==> config.mk <==
export PLATFORM = sky130hd
export DESIGN_NAME = eridec_top
export DESIGN_NICKNAME = d
export VERILOG_FILES = /design/src/design/eridec_pkg.sv /design/src/design/eridec_top.sv /design/src/design/eridec_addr_check.sv /design/src/design/eridec_level_bank.sv
export SDC_FILE = /design/constraint.sdc
export NUM_CORES = 1
export LEC_CHECK = 0
export ABC_AREA = 1
export BUFFER_PORTS_ARGS = -buffer_cell sky130_fd_sc_hd__buf_4
export CAP_MARGIN = 20
export CORE_ASPECT_RATIO = 1.5
export CORE_UTILIZATION = 59
export DETAILED_ROUTE_END_ITERATION = 8
export GPL_TIMING_DRIVEN = 0
export PLACE_DENSITY = 0.85
export SYNTH_ARGS = -nofsm -noshare
export SYNTH_HDL_FRONTEND = slang
export SYNTH_SLANG_ARGS = --single-unit
==> constraint.sdc <==
create_clock -name clock -period 2.8 [get_ports clock]
set_input_delay 0.14 -clock clock [delete_from_list [all_inputs] [get_ports clock]]
set_output_delay 0.14 -clock clock [all_outputs]
set_load 0.01 [all_outputs]
==> src/design/eridec_pkg.sv <==
// Constants for the external register decode block
package eridec_pkg;
   // Data and address widths
   localparam int DATA_W = 24;
   localparam int ADDR_W = 7;
   localparam int LEVELS = 5;
   // Hardware register locations
   localparam logic [6:0] ADR_HALT = 7'h70;
   localparam logic [6:0] ADR_DISP1 = 7'h71;
   localparam logic [6:0] ADR_DISP2 = 7'h72;
   localparam logic [6:0] ADR_KEY = 7'h73;
   localparam logic [6:0] ADR_LAG = 7'h74;
   localparam logic [6:0] ADR_CMD = 7'h75;
   localparam logic [6:0] ADR_CHREQ = 7'h76;
   localparam logic [6:0] ADR_ADREQ = 7'h77;
   localparam logic [6:0] ADR_ALUCHK = 7'h78;
   localparam logic [6:0] ADR_UTIL = 7'h79;
   localparam logic [6:0] ADR_TIMER = 7'h7A;
   localparam logic [6:0] ADR_PCI2 = 7'h7B;
   localparam logic [6:0] ADR_PCI3 = 7'h7C;
   localparam logic [6:0] ADR_PCI4 = 7'h7D;
   localparam logic [6:0] ADR_MSET = 7'h7E;
   localparam logic [6:0] ADR_MRST = 7'h7F;
   // Unused ranges, low and high bound
   localparam logic [6:0] UNUSED_A_LO = 7'h28;
   localparam logic [6:0] UNUSED_A_HI = 7'h2F;
   localparam logic [6:0] UNUSED_B_LO = 7'h38;
   localparam logic [6:0] UNUSED_B_HI = 7'h3E;
   localparam logic [6:0] UNUSED_C_LO = 7'h49;
   localparam logic [6:0] UNUSED_C_HI = 7'h4F;
   localparam logic [6:0] UNUSED_D_LO = 7'h6C;
   localparam logic [6:0] UNUSED_D_HI = 7'h6E;
   // Field positions (vector index; byte X bit 0 is index 23)
   localparam int UTIL_LOAD_BIT = 13;
   localparam int UTIL_RPO_BIT = 11;
   localparam int UTIL_C_BIT = 9;
   localparam int UTIL_Z_BIT = 8;
   localparam int UTIL_PRV_LSB = 4;
   localparam int SC_BUF_BIT = 15;
   localparam int SC_ECC_BIT = 14;
   localparam int KEY_SET_BIT = 23;
   localparam int KEY_IDX_LSB = 0;
   localparam int KEY_VAL_LSB = 8;
   localparam int TMR_RUN_BIT = 15;
   localparam int USE_RUN_BIT = 14;
   localparam int MASK_LSB = 11;
   localparam int L1_INVOP_BIT = 0;
   localparam int L1_HARD_SUM_BIT = 8;
   localparam int CMD_VALID_BIT = 23;
   // Reset values
   localparam logic [23:0] RST_WORD = 24'h000000;
   localparam logic [4:0] RST_MASK = 5'h00;
   localparam logic [3:0] RST_KEY = 4'h0;
   // Timer tick period
   localparam int TICK_NS = 1000;
   localparam int CLK_NS = 10;
   localparam int TICK_CYC = TICK_NS / CLK_NS;
endpackage

==> src/design/eridec_top.sv <==
// External register decode and hardware registers 70-7F
`timescale 1ns/1ns
module eridec_top
   import eridec_pkg::*;
(
   input wire logic clock,
   input wire logic rst,
   input wire logic io_valid,
   input wire logic io_write,
   input wire logic [6:0] io_addr,
   input wire logic [23:0] io_wdata,
   output logic [23:0] io_rdata,
   output logic io_rvalid,
   input wire logic [2:0] current_level,
   input wire logic level1_entry,
   input wire logic [3:0] interrupted_level,
   input wire logic level1_exit,
   input wire logic carry5,
   input wire logic zero5,
   input wire logic instr_done,
   input wire logic [23:0] instr_addr,
   input wire logic adapter_error_stop,
   input wire logic [4:0] channel_command_word,
   input wire logic [7:0] storage_size,
   input wire logic [23:0] operator_entry,
   input wire logic [15:0] operator_select,
   input wire logic [7:0] channel_req_set,
   input wire logic [7:0] adapter_req_set,
   input wire logic [7:0] hard_errors,
   input wire logic [23:0] trace_pointer,
   input wire logic [23:0] trace_count,
   input wire logic [4:0] int_ack,
   input wire logic hard_stop_clear,
   input wire logic cpu_busy,
   output logic hard_stop,
   output logic exec_enable,
   output logic cycle_steal_enable,
   output logic level5_run_enable,
   output logic [4:0] interrupt_request,
   output logic [23:0] display_register_one,
   output logic [23:0] display_register_two,
   output logic [7:0] protect_exception_key,
   output logic high_speed_buffer_on,
   output logic storage_controller_ecc_on,
   output logic alu_check_force,
   output logic initial_load_request,
   output logic remote_power_off
);
   // Decoded strobes
   logic wr; // Output instruction this cycle
   logic rd; // Input instruction this cycle
   logic invalid_op; // Unused location touched
   logic addr_unused; // From the range checker
   // Stored registers and derived signals
   logic [7:0] key_mem [16]; // Protect key storage
   logic [3:0] key_sel; // Key picked by last write
   logic [23:0] lagging_address; // Last finished instruction
   logic [5:0] cmd_cap; // Captured command bits, valid flag on top
   logic [7:0] ch_req; // Level 1 request latches
   logic [7:0] ad_req; // Adapter request latches
   logic [3:0] prev_level; // Level before level 1 entry
   logic [2:0] pci; // Soft requests for levels 2-4
   logic [4:0] mask; // Level mask bits
   logic [4:0] pending; // Raw per-level requests
   logic [23:0] timer; // High resolution timer
   logic [23:0] usage; // Utilization counter
   logic tmr_run; // Timer counting
   logic use_run; // Counter counting
   logic [6:0] tick_cnt; // Tick divider
   logic tick; // One pulse per tick period
   logic [23:0] next_rdata; // Read mux
   // Strobe decode
   assign wr = io_valid && io_write;
   assign rd = io_valid && !io_write;
   assign invalid_op = io_valid && addr_unused;
   // Unused range checker
   eridec_addr_check eridec_addr_check_inst (
      .addr(io_addr),
      .is_write(io_write),
      .unused(addr_unused)
   );
   // Hard stop: entered by write 70, left by maintenance clear
   always_ff @(posedge clock) begin
      if (rst) begin
         hard_stop <= 1'b0;
      end else if (wr && io_addr == ADR_HALT) begin
         hard_stop <= 1'b1;
      end else if (hard_stop_clear) begin
         hard_stop <= 1'b0;
      end
   end
   // Stop blocks execution and cycle steals; interrupt requests are not gated by it
   assign exec_enable = !hard_stop;
   assign cycle_steal_enable = !hard_stop;
   // Level 5 runs only while unmasked and not stopped
   assign level5_run_enable = !hard_stop && !mask[4];
   // Display registers take whole 24-bit words
   always_ff @(posedge clock) begin
      if (rst) begin
         display_register_one <= RST_WORD;
         display_register_two <= RST_WORD;
      end else if (wr && io_addr == ADR_DISP1) begin
         display_register_one <= io_wdata;
      end else if (wr && io_addr == ADR_DISP2) begin
         display_register_two <= io_wdata;
      end
   end
   // Key select and optional key set
   always_ff @(posedge clock) begin
      if (rst) begin
         key_sel <= RST_KEY;
      end else if (wr && io_addr == ADR_KEY) begin
         key_sel <= io_wdata[KEY_IDX_LSB +: 4];
      end
   end
   // Key storage; no reset, contents set by software
   always_ff @(posedge clock) begin
      if (wr && io_addr == ADR_KEY && io_wdata[KEY_SET_BIT]) begin
         key_mem[io_wdata[KEY_IDX_LSB +: 4]] <= io_wdata[KEY_VAL_LSB +: 8];
      end
   end
   // Selected key drives storage protection
   assign protect_exception_key = key_mem[key_sel];
   // Buffer and ECC operating state
   always_ff @(posedge clock) begin
      if (rst) begin
         high_speed_buffer_on <= 1'b0;
         storage_controller_ecc_on <= 1'b0;
      end else if (wr && io_addr == ADR_LAG) begin
         high_speed_buffer_on <= io_wdata[SC_BUF_BIT];
         storage_controller_ecc_on <= io_wdata[SC_ECC_BIT];
      end
   end
   // Lagging address follows each finished instruction
   always_ff @(posedge clock) begin
      if (rst) begin
         lagging_address <= RST_WORD;
      end else if (instr_done) begin
         lagging_address <= instr_addr;
      end
   end
   // Command capture on error stop; no write path
   always_ff @(posedge clock) begin
      if (rst) begin
         cmd_cap <= 6'h00;
      end else if (adapter_error_stop) begin
         cmd_cap <= {1'b1, channel_command_word};
      end
   end
   // Level 1 and adapter request latches; hardware set wins
   always_ff @(posedge clock) begin
      if (rst) begin
         ch_req <= 8'h00;
         ad_req <= 8'h00;
      end else begin
         // Write 76 bits 15:8 reset, bits 7:0 set level 1 latches
         if (wr && io_addr == ADR_CHREQ) begin
            ch_req <= ((ch_req & ~io_wdata[15:8]) | io_wdata[7:0]) | channel_req_set;
         end else begin
            ch_req <= ch_req | channel_req_set;
         end
         // Invalid operation raises its level 1 bit
         if (invalid_op) begin
            ch_req[L1_INVOP_BIT] <= 1'b1;
         end
         // Write 77 bits 15:8 reset, bits 7:0 set adapter latches
         if (wr && io_addr == ADR_ADREQ) begin
            ad_req <= ((ad_req & ~io_wdata[15:8]) | io_wdata[7:0]) | adapter_req_set;
         end else begin
            ad_req <= ad_req | adapter_req_set;
         end
      end
   end
   // Diagnostic compare check pulse
   always_ff @(posedge clock) begin
      if (rst) begin
         alu_check_force <= 1'b0;
      end else begin
         alu_check_force <= wr && io_addr == ADR_ALUCHK;
      end
   end
   // Utility latches: load request pulse, power off level
   always_ff @(posedge clock) begin
      if (rst) begin
         initial_load_request <= 1'b0;
         remote_power_off <= 1'b0;
      end else begin
         // Load request does not touch hard stop
         initial_load_request <= wr && io_addr == ADR_UTIL && io_wdata[UTIL_LOAD_BIT];
         if (wr && io_addr == ADR_UTIL) begin
            remote_power_off <= io_wdata[UTIL_RPO_BIT];
         end
      end
   end
   // Interrupted level, kept only while in level 1
   always_ff @(posedge clock) begin
      if (rst) begin
         prev_level <= 4'h0;
      end else if (level1_entry) begin
         prev_level <= interrupted_level;
      end else if (level1_exit) begin
         prev_level <= 4'h0;
      end
   end
   // Tick divider for the timer
   always_ff @(posedge clock) begin
      if (rst) begin
         tick_cnt <= 7'h00;
      end else if (tick) begin
         tick_cnt <= 7'h00;
      end else begin
         tick_cnt <= tick_cnt + 7'h01;
      end
   end
   assign tick = tick_cnt == 7'(TICK_CYC - 1);
   // Timer and utilization counter control
   always_ff @(posedge clock) begin
      if (rst) begin
         tmr_run <= 1'b0;
         use_run <= 1'b0;
         timer <= RST_WORD;
         usage <= RST_WORD;
      end else if (wr && io_addr == ADR_TIMER) begin
         tmr_run <= io_wdata[TMR_RUN_BIT];
         use_run <= io_wdata[USE_RUN_BIT];
         timer <= RST_WORD;
         usage <= RST_WORD;
      end else if (tick) begin
         if (tmr_run) begin
            timer <= timer + 24'h000001;
         end
         if (use_run && cpu_busy) begin
            usage <= usage + 24'h000001;
         end
      end
   end
   // Soft interrupts 2-4, set wins over acknowledge
   always_ff @(posedge clock) begin
      if (rst) begin
         pci <= 3'h0;
      end else begin
         pci <= (pci & ~int_ack[3:1]) | {wr && io_addr == ADR_PCI4,
                                         wr && io_addr == ADR_PCI3,
                                         wr && io_addr == ADR_PCI2};
      end
   end
   // Raw requests per level, level 1 at index 0
   assign pending = {1'b0,
                     pci[2] | ad_req[2],
                     pci[1] | ad_req[1],
                     pci[0] | ad_req[0],
                     (|ch_req) | (|hard_errors)};
   // Mask bits and gated requests
   eridec_level_bank eridec_level_bank_inst (
      .clock(clock),
      .rst(rst),
      .mask_set(wr && io_addr == ADR_MSET),
      .mask_reset(wr && io_addr == ADR_MRST),
      .mask_data(io_wdata[MASK_LSB +: 5]),
      .pending(pending),
      .mask(mask),
      .request(interrupt_request)
   );
   // Read multiplexer for locations 70-7F
   always_comb begin
      next_rdata = RST_WORD;
      case (io_addr)
         ADR_HALT: begin
            next_rdata[15:8] = storage_size;
         end
         ADR_DISP1: begin
            next_rdata = operator_entry;
         end
         ADR_DISP2: begin
            next_rdata[15:0] = operator_select;
         end
         ADR_KEY: begin
            next_rdata[KEY_VAL_LSB +: 8] = key_mem[key_sel];
         end
         ADR_LAG: begin
            next_rdata = lagging_address;
         end
         ADR_CMD: begin
            next_rdata[4:0] = cmd_cap[4:0];
            next_rdata[CMD_VALID_BIT] = cmd_cap[5];
         end
         ADR_CHREQ: begin
            next_rdata[7:0] = ch_req;
         end
         ADR_ADREQ: begin
            next_rdata[7:0] = ad_req;
         end
         ADR_UTIL: begin
            next_rdata[UTIL_C_BIT] = carry5;
            next_rdata[UTIL_Z_BIT] = zero5;
            next_rdata[UTIL_RPO_BIT] = remote_power_off;
            if (current_level == 3'h1) begin
               next_rdata[UTIL_PRV_LSB +: 4] = prev_level;
            end
         end
         ADR_TIMER: begin
            next_rdata = timer;
         end
         ADR_PCI2: begin
            next_rdata = trace_pointer;
         end
         ADR_PCI3: begin
            next_rdata = trace_count;
         end
         ADR_PCI4: begin
            next_rdata[7:0] = hard_errors;
         end
         ADR_MSET: begin
            next_rdata[7:0] = ch_req;
            next_rdata[L1_HARD_SUM_BIT] = |hard_errors;
         end
         ADR_MRST: begin
            next_rdata[2:0] = pci | ad_req[2:0];
         end
         default: begin
            next_rdata = RST_WORD;
         end
      endcase
   end
   // Read data registered one cycle after the request
   always_ff @(posedge clock) begin
      if (rst) begin
         io_rdata <= RST_WORD;
         io_rvalid <= 1'b0;
      end else begin
         io_rvalid <= rd;
         if (rd) begin
            io_rdata <= next_rdata;
         end
      end
   end
   // Location 75 has no write decode at all, so writes there are inert
endmodule

==> src/design/eridec_addr_check.sv <==
// Unused location detector for input and output instructions
`timescale 1ns/1ns
module eridec_addr_check
   import eridec_pkg::*;
(
   input wire logic [6:0] addr,
   input wire logic is_write,
   output logic unused
);
   // Range hit helper
   function automatic logic in_rng(input logic [6:0] a, input logic [6:0] lo, input logic [6:0] hi);
      in_rng = (a >= lo) && (a <= hi);
   endfunction

   // Ranges common to both directions, 78 only for reads
   always_comb begin
      unused = in_rng(addr, UNUSED_A_LO, UNUSED_A_HI)
            || in_rng(addr, UNUSED_B_LO, UNUSED_B_HI)
            || in_rng(addr, UNUSED_C_LO, UNUSED_C_HI)
            || in_rng(addr, UNUSED_D_LO, UNUSED_D_HI)
            || (!is_write && addr == ADR_ALUCHK);
   end
endmodule

==> src/design/eridec_level_bank.sv <==
// Per-level mask bits and gated interrupt requests
`timescale 1ns/1ns
module eridec_level_bank
   import eridec_pkg::*;
(
   input wire logic clock,
   input wire logic rst,
   input wire logic mask_set,
   input wire logic mask_reset,
   input wire logic [4:0] mask_data,
   input wire logic [4:0] pending,
   output logic [4:0] mask,
   output logic [4:0] request
);
   // One mask latch per program level
   genvar g;
   generate
      for (g = 0; g < LEVELS; g++) begin : lvl
         logic bit_q; // This level's mask latch
         // Set by ones on set-write, cleared by ones on reset-write
         always_ff @(posedge clock) begin
            if (rst) begin
               bit_q <= RST_MASK[g];
            end else if (mask_set && mask_data[g]) begin
               bit_q <= 1'b1;
            end else if (mask_reset && mask_data[g]) begin
               bit_q <= 1'b0;
            end
         end
         // One driver per mask bit
         assign mask[g] = bit_q;
         // Masked levels ignore requests; unmasked pending shows at once
         assign request[g] = pending[g] && !mask[g];
      end
   endgenerate
endmodule

==> metrics.txt, run 1 <==
status finished, final reports clean; Worst-path clk slew 0.07 ns; Final Cycle Share 0.982; cell count after synthesis 1859; DR vias 15400; Final nets 2501; Avg Synthesized Cell Area 7.67 um^2; FP Rows 69; drt wl/cell 21.2 um; GR Util All Layers 0.446; final hold slack 0.0190 ns; Detail Placement HPWL 39.4 mm; area leader, netlist edfxtp_1; largest driver fanout on the critical path 10; Slew HR 0.209; clock buffer depth 3; Worst EP required 2.66 ns; die width 129 um; PnR worst setup slack 0.0491 ns; Setup crit end kind output pin; Post-Syn Area 0.0143 mm^2; Crit Path Category flop to output pin; Post-CTS Setup Bufs 0; pin count of the biggest net entering global routing 23; Worst Tran Pin Value 1.18 ns; die area 0.0248 mm^2; R2R setup slack 0.42 ns; Placer Congestion 1.02; vias in the first global route 15000; Synth-to-Final Area Change 33.2%; VDD IR max 474 uV; buffers added on ports 291; CTS sink cnt 305; filler instances 1531; vias per cell 5.83; CTS H-tree lvls 1; post-place instance area 0.0168 mm^2; post-synthesis sequential area ratio 0.518; ys async rst share 0; final hold violations 0; 1st-iter DRT viols 1461; Routed Antenna Nets 0; CTS Buf Count 28; Yosys reg bits 305; Syn. warnings 0; Netlist cell types 43; post-place setup slack 0.126 ns; Clk Latency, worst-skew pair 0.57 ns; CTS root buf clkbuf_16; RSZ-0062 raised after global routing no; number of setup violations in the final report 0; Max Cap Violations 0; DRC 0; Critical Path Start Type flop; number of flops mapped to enable cells by yosys 128; post-layout util 0.800; final instance area 0.0190 mm^2; total negative slack 0 ns; area fraction of the dominant cell type after synthesis 0.269; Clock Skew 0.0145 ns; P_leak 0.00827 uW; first-pass GRT wire length 81.2 mm; Ports 299; hold crit path type input port to flop; top cells by area, synth edfxtp_1 27%, dfxtp_1 25%, nand2_1 15%, nand3_1 7.1%, inv_1 4.6%; FMAX 364 MHz; Overflow after GRT 0; DIE HEIGHT 192 um; core area 0.0237 mm^2; post-synth net total 2065; first drt pass iteration count 8; clock period minus worst slack 2.75 ns; WL final 56.0 mm; CTS tree built; pins over their slew limit 0; Post-synth top flop dfxtp_1; Cell Pwr Density 507 mW/mm^2; layout cells sized above 1 0.179; initial antenna violation count 2; initial core utilization 0.601; Worst EP arrival 2.61 ns
[cell families after synthesis]
family	after synthesis	synth area share
AND/OR/NAND/NOR	1010	0.301
flip-flops	305	0.518
buffers and inverters	274	0.0794
AO/OA/AOI/OAI	253	0.0916
XOR/XNOR	14	0.00860
adder cells (fa/ha/maj)	2	0.00175
other	1	0.000263
[state kept, by name (all words and copies together), names as in the netlist, 5 cells and up, named ones only]
name	cells
eridec_level_bank_inst.lvl.bit_q	5
timer	24
display_register_one	24
cmd_cap	6
lagging_address	24
tick_cnt	7
ad_req	8
display_register_two	24
key_mem	128
io_rdata	24
ch_req	8
[path summary, 6_finish.rpt]
| path | start | depth (start not counted) | to |
|---|---|---|---|
| worst max-delay path | flop | 7 | protect_exception_key[5] |
| worst min-delay path | io_wdata[15] | 1 | key_mem[3][7]$_DFFE_PP_ |
| worst max register to register | timer[0]$_SDFFE_PP0P_ | 8 | timer[18]$_SDFFE_PP0P_ |
| worst min register to register | tick_cnt[0]$_SDFF_PP0_ | 1 | tick_cnt[0]$_SDFF_PP0_ |
[metrics by stage]
step                      instances  power (uW)
after floorplan                1859        5050
after global placement         2469        5460
after detailed placement       2469        5470
after CTS                      2635        9550
after global routing           2638        9800
final                          2638        9630
[cell usage after synthesis (12+ instances only)]
master,n
a21oi_1,129
o21ai_1,25
buf_2,20
nor3_1,16
nand3_1,203
nor2_1,160
inv_1,176
dfxtp_1,177
clkbuf_1,47
o21ai_0,81
xor2_1,12
nand2_1,579
edfxtp_1,128
nand4_1,18
[cell type report]
cell class	instances	area [um^2]	share of cell area
multi-input combinational	1280	5750	0.303
sequential	305	7390	0.389
timing repair buffer	406	3340	0.176
antenna	2	5.00	0.000263
buffer	88	435	0.0229
tap	319	399	0.0210
inverter	186	698	0.0368
clock inverter	17	219	0.0115
clock buffer	35	767	0.0404
[layout by cell type, fill, tap and decap left out, types with 18 or more instances in the layout]
cell type / netlist / final
buf_2: 20 / 20
o21ai_0: 81 / 81
clkbuf_1: 47 / 49
dlygate4sd3_1: 0 / 114
nand2_1: 579 / 579
o21ai_1: 25 / 25
clkbuf_16: 0 / 28
nor2_1: 160 / 160
dfxtp_1: 177 / 177
inv_1: 176 / 176
nand4_1: 18 / 18
nand3_1: 203 / 202
buf_4: 9 / 300
edfxtp_1: 128 / 128
a21oi_1: 129 / 129
[critical path, stage by stage (launching register included)]
cell and delay (ns):
dfxtp_1 0.32, clkbuf_1 0.36, clkbuf_1 0.44, nand2_1 0.35, nand3_1 0.18, nand3_1 0.09
nand2_1 0.15, buf_4 0.15
[report_power, final]
group          switching (uW)  leakage, uW  internal [uW]
Clock                    1760     0.000483           2330
Combinational             427      0.00519            376
Sequential               49.7      0.00259           4690
Total                    2240      0.00827           7390
[per-layer routing]
metal / GRT usage / wire length, um / up-vias
met3: 0.0818 / 5090 / 385
met1: 0.455 / 17700 / 6986
met5: 0 / 0 / -
li1: - / - / 6905
met2: 0.763 / 27100 / 1115
met4: 0.422 / 6130 / 0
[what timing repair did]
action	4_1_cts	5_1_grt
setup endpoints to repair	0	7
endpoints found under the hold margin	205	0
gates resized for setup	0	4
hold buffers	114	0
(Power assumes the default switching activity.)
==> inputs of run 2 (changes only) <==
- CORE_UTILIZATION: 59 -> 60
- PLACE_DENSITY: 0.85 -> 0.95
- SYNTH_HIERARCHICAL: not set -> 1
- clock period: 2.8 -> 3.28 ns (I/O delays scaled with it)
==> run 2 against run 1 <==
Effect of this change: synthesized cell count shrank 0.75%; flip-flop and latch count is the same; critical endpoint is now cmd_cap[0]$_SDFFE_PP0P_; largest cell class unchanged; clock skew up 0.010 ns; non-clock buffer count down 16; setup slack improved by 0.34 ns; critical path type is now input port to flop; total power is 15% lower; die area grew 0.11%.
==> metrics.txt, run 2 <==
core area 0.0237 mm^2 (unchanged); Final Cycle Share 0.881; Worst EP required 3.80 ns (was 2.66 ns); WL final 58.7 mm (was 56.0 mm); CTS root buf clkbuf_16 (unchanged); 1st-iter DRT viols 2012 (was 1461); FP Rows 69 (unchanged); number of setup violations in the final report 0 (unchanged); Setup crit end kind flop (was output pin); buffers added on ports 291 (unchanged); drt wl/cell 22.5 um (was 21.2 um); status finished, final reports clean (unchanged); Slew HR 0.361 (was 0.209); filler instances 1439 (was 1531); area of the multi-input gates 0.00599 mm^2 (was 0.00575 mm^2); storage element area 0.00739 mm^2 (unchanged); commonest cells after routing, fill and taps aside 538 x nand2_1, 296 x buf_4, 193 x nand3_1 (was 579 x nand2_1, 300 x buf_4, 202 x nand3_1); pins over their slew limit 0 (unchanged); DIE HEIGHT 193 um (was 192 um); first-pass GRT wire length 86.6 mm (was 81.2 mm); Worst-path clk slew 0.07 ns (about the same); Final nets 2472 (was 2501); Clk Latency, worst-skew pair 0.58 ns (was 0.57 ns); Critical Path Start Type input port (was flop); Max Cap Violations 0 (unchanged); diode count 0 (was 2); CTS H-tree lvls 1 (unchanged); final hold slack 0.0120 ns (was 0.0190 ns); Detail Placement HPWL 40.8 mm (was 39.4 mm); FMAX 346 MHz; pin count of the biggest net entering global routing 24 (was 23); CTS sink cnt 305 (unchanged); RSZ-0062 raised after global routing no (unchanged); P_leak 0.00819 uW (was 0.00827 uW); vias per cell 6.10 (was 5.83); Overflow after GRT 0 (unchanged); GRT Max-Usage Layer met2 (unchanged); first drt pass iteration count 9 (was 8); total negative slack 0 ns (unchanged); GR Util met1 0.487 (was 0.455); Synth-to-Final Area Change 31.1% (was 33.2%); Avg Synthesized Cell Area 7.87 um^2 (was 7.67 um^2); Placer Congestion 1.01 (was 1.02); Syn. warnings 6 (was 0); Crit Path Category input port to flop (was flop to output pin); die width 129 um (about the same); die area 0.0248 mm^2 (about the same); DRC 0 (unchanged); Worst EP arrival 3.41 ns (was 2.61 ns); grt met3 use 0.0998 (was 0.0818); Clock Skew 0.0245 ns (was 0.0145 ns); initial core utilization 0.612 (was 0.601); final hold violations 0 (unchanged); clock buffer depth 3 (unchanged); Cell Pwr Density 428 mW/mm^2 (was 507 mW/mm^2); post-synth net total 2051 (was 2065); Largest register FFs 128 (unchanged); VDD IR max 439 uV (was 474 uV); Worst Tran Pin Value 0.955 ns (was 1.18 ns); DR vias 15900 (was 15400); hold crit path type input port to flop (unchanged); vias in the first global route 15700 (was 15000); layout cells sized above 1 0.206 (was 0.179); clock period minus worst slack 2.89 ns; cell count after synthesis 1845 (was 1859); GR Util All Layers 0.473 (was 0.446); initial antenna violation count 0 (was 2); CTS Buf Count 27 (was 28); Routed Antenna Nets 0 (unchanged); Post-Syn Area 0.0145 mm^2 (was 0.0143 mm^2); CTS tree built (unchanged); # resized after CTS 0 (unchanged); Ports 299 (unchanged); most common cell after layout, fill and taps aside nand2_1 (unchanged); largest driver fanout on the critical path 10 (unchanged); grt met2 use 0.784 (was 0.763)
run 2: cell count changes in the layout (fill, tap and decap cells not counted), moves of 8 or more:
cell | previous run | this run
o21ai_1 | 25 | 11
clkbuf_1 | 49 | 36
nand2_1 | 579 | 538
dlygate4sd3_1 | 114 | 101
inv_1 | 176 | 156
nor2_1 | 160 | 178
buf_2 | 20 | 28
nand3_1 | 202 | 193
or2_2 | 3 | 22
run 2: final cells by class:
class / count / share of cell area
inverter: 169 / 0.0336
tap: 319 / 0.0210
clock inverter: 14 / 0.00927
timing repair buffer: 392 / 0.168
buffer: 86 / 0.0266
multi-input combinational: 1285 / 0.314
clock buffer: 35 / 0.0392
sequential: 305 / 0.388
run 2: final timing paths:
path                            depth (start not counted)                        end                    from  slack [ns]
worst max-delay path                                    9    cmd_cap[0]$_SDFFE_PP0P_                     rst        0.39
worst min-delay path                                    5  io_rdata[16]$_SDFFE_PP0P_         trace_count[16]        0.01
worst max register to register                         10  io_rdata[12]$_SDFFE_PP0P_                    flop        0.84
worst min register to register                          1     tick_cnt[0]$_SDFF_PP0_  tick_cnt[0]$_SDFF_PP0_        0.46
run 2: layer usage:
metal,vias up,share of wire
met5,-,0
met4,0,0.12
met3,466,0.11
met2,1399,0.46
met1,7181,0.31
li1,6847,-
run 2: metrics by stage:
stage	setup WS [ns]	cells	total power, uW	instance area, um^2	util
floorplan	1.45	1845	4330	14500	-
global placement	0.687	2455	4690	17100	0.720
detailed placement	0.617	2455	4700	17100	0.720
CTS	0.562	2605	8060	19000	0.802
global route	0.366	2605	8290	19000	0.802
finish	0.389	2605	8160	19000	0.802
run 2: what timing repair did:
item                      in CTS  in global routing
hold buffers                 101                  0
hold endpoints to repair     137                  0
buffers inserted               0                  0
run 2: where the power goes:
group          total (uW)  leakage [uW]  switching, uW  internal [uW]
registers            4040       0.00259           44.3           4000
logic                 726       0.00515            401            325
clock network        3380      0.000452           1520           1870
run 2: critical path, cell delays in order:
cell and delay (ns):
dlygate4sd3_1 0.57, buf_4 0.17, clkbuf_1 0.22, inv_1 0.38, clkbuf_1 0.47, clkbuf_1 0.53
o21ai_0 0.18, nor2_1 0.15, dlygate4sd3_1 0.56
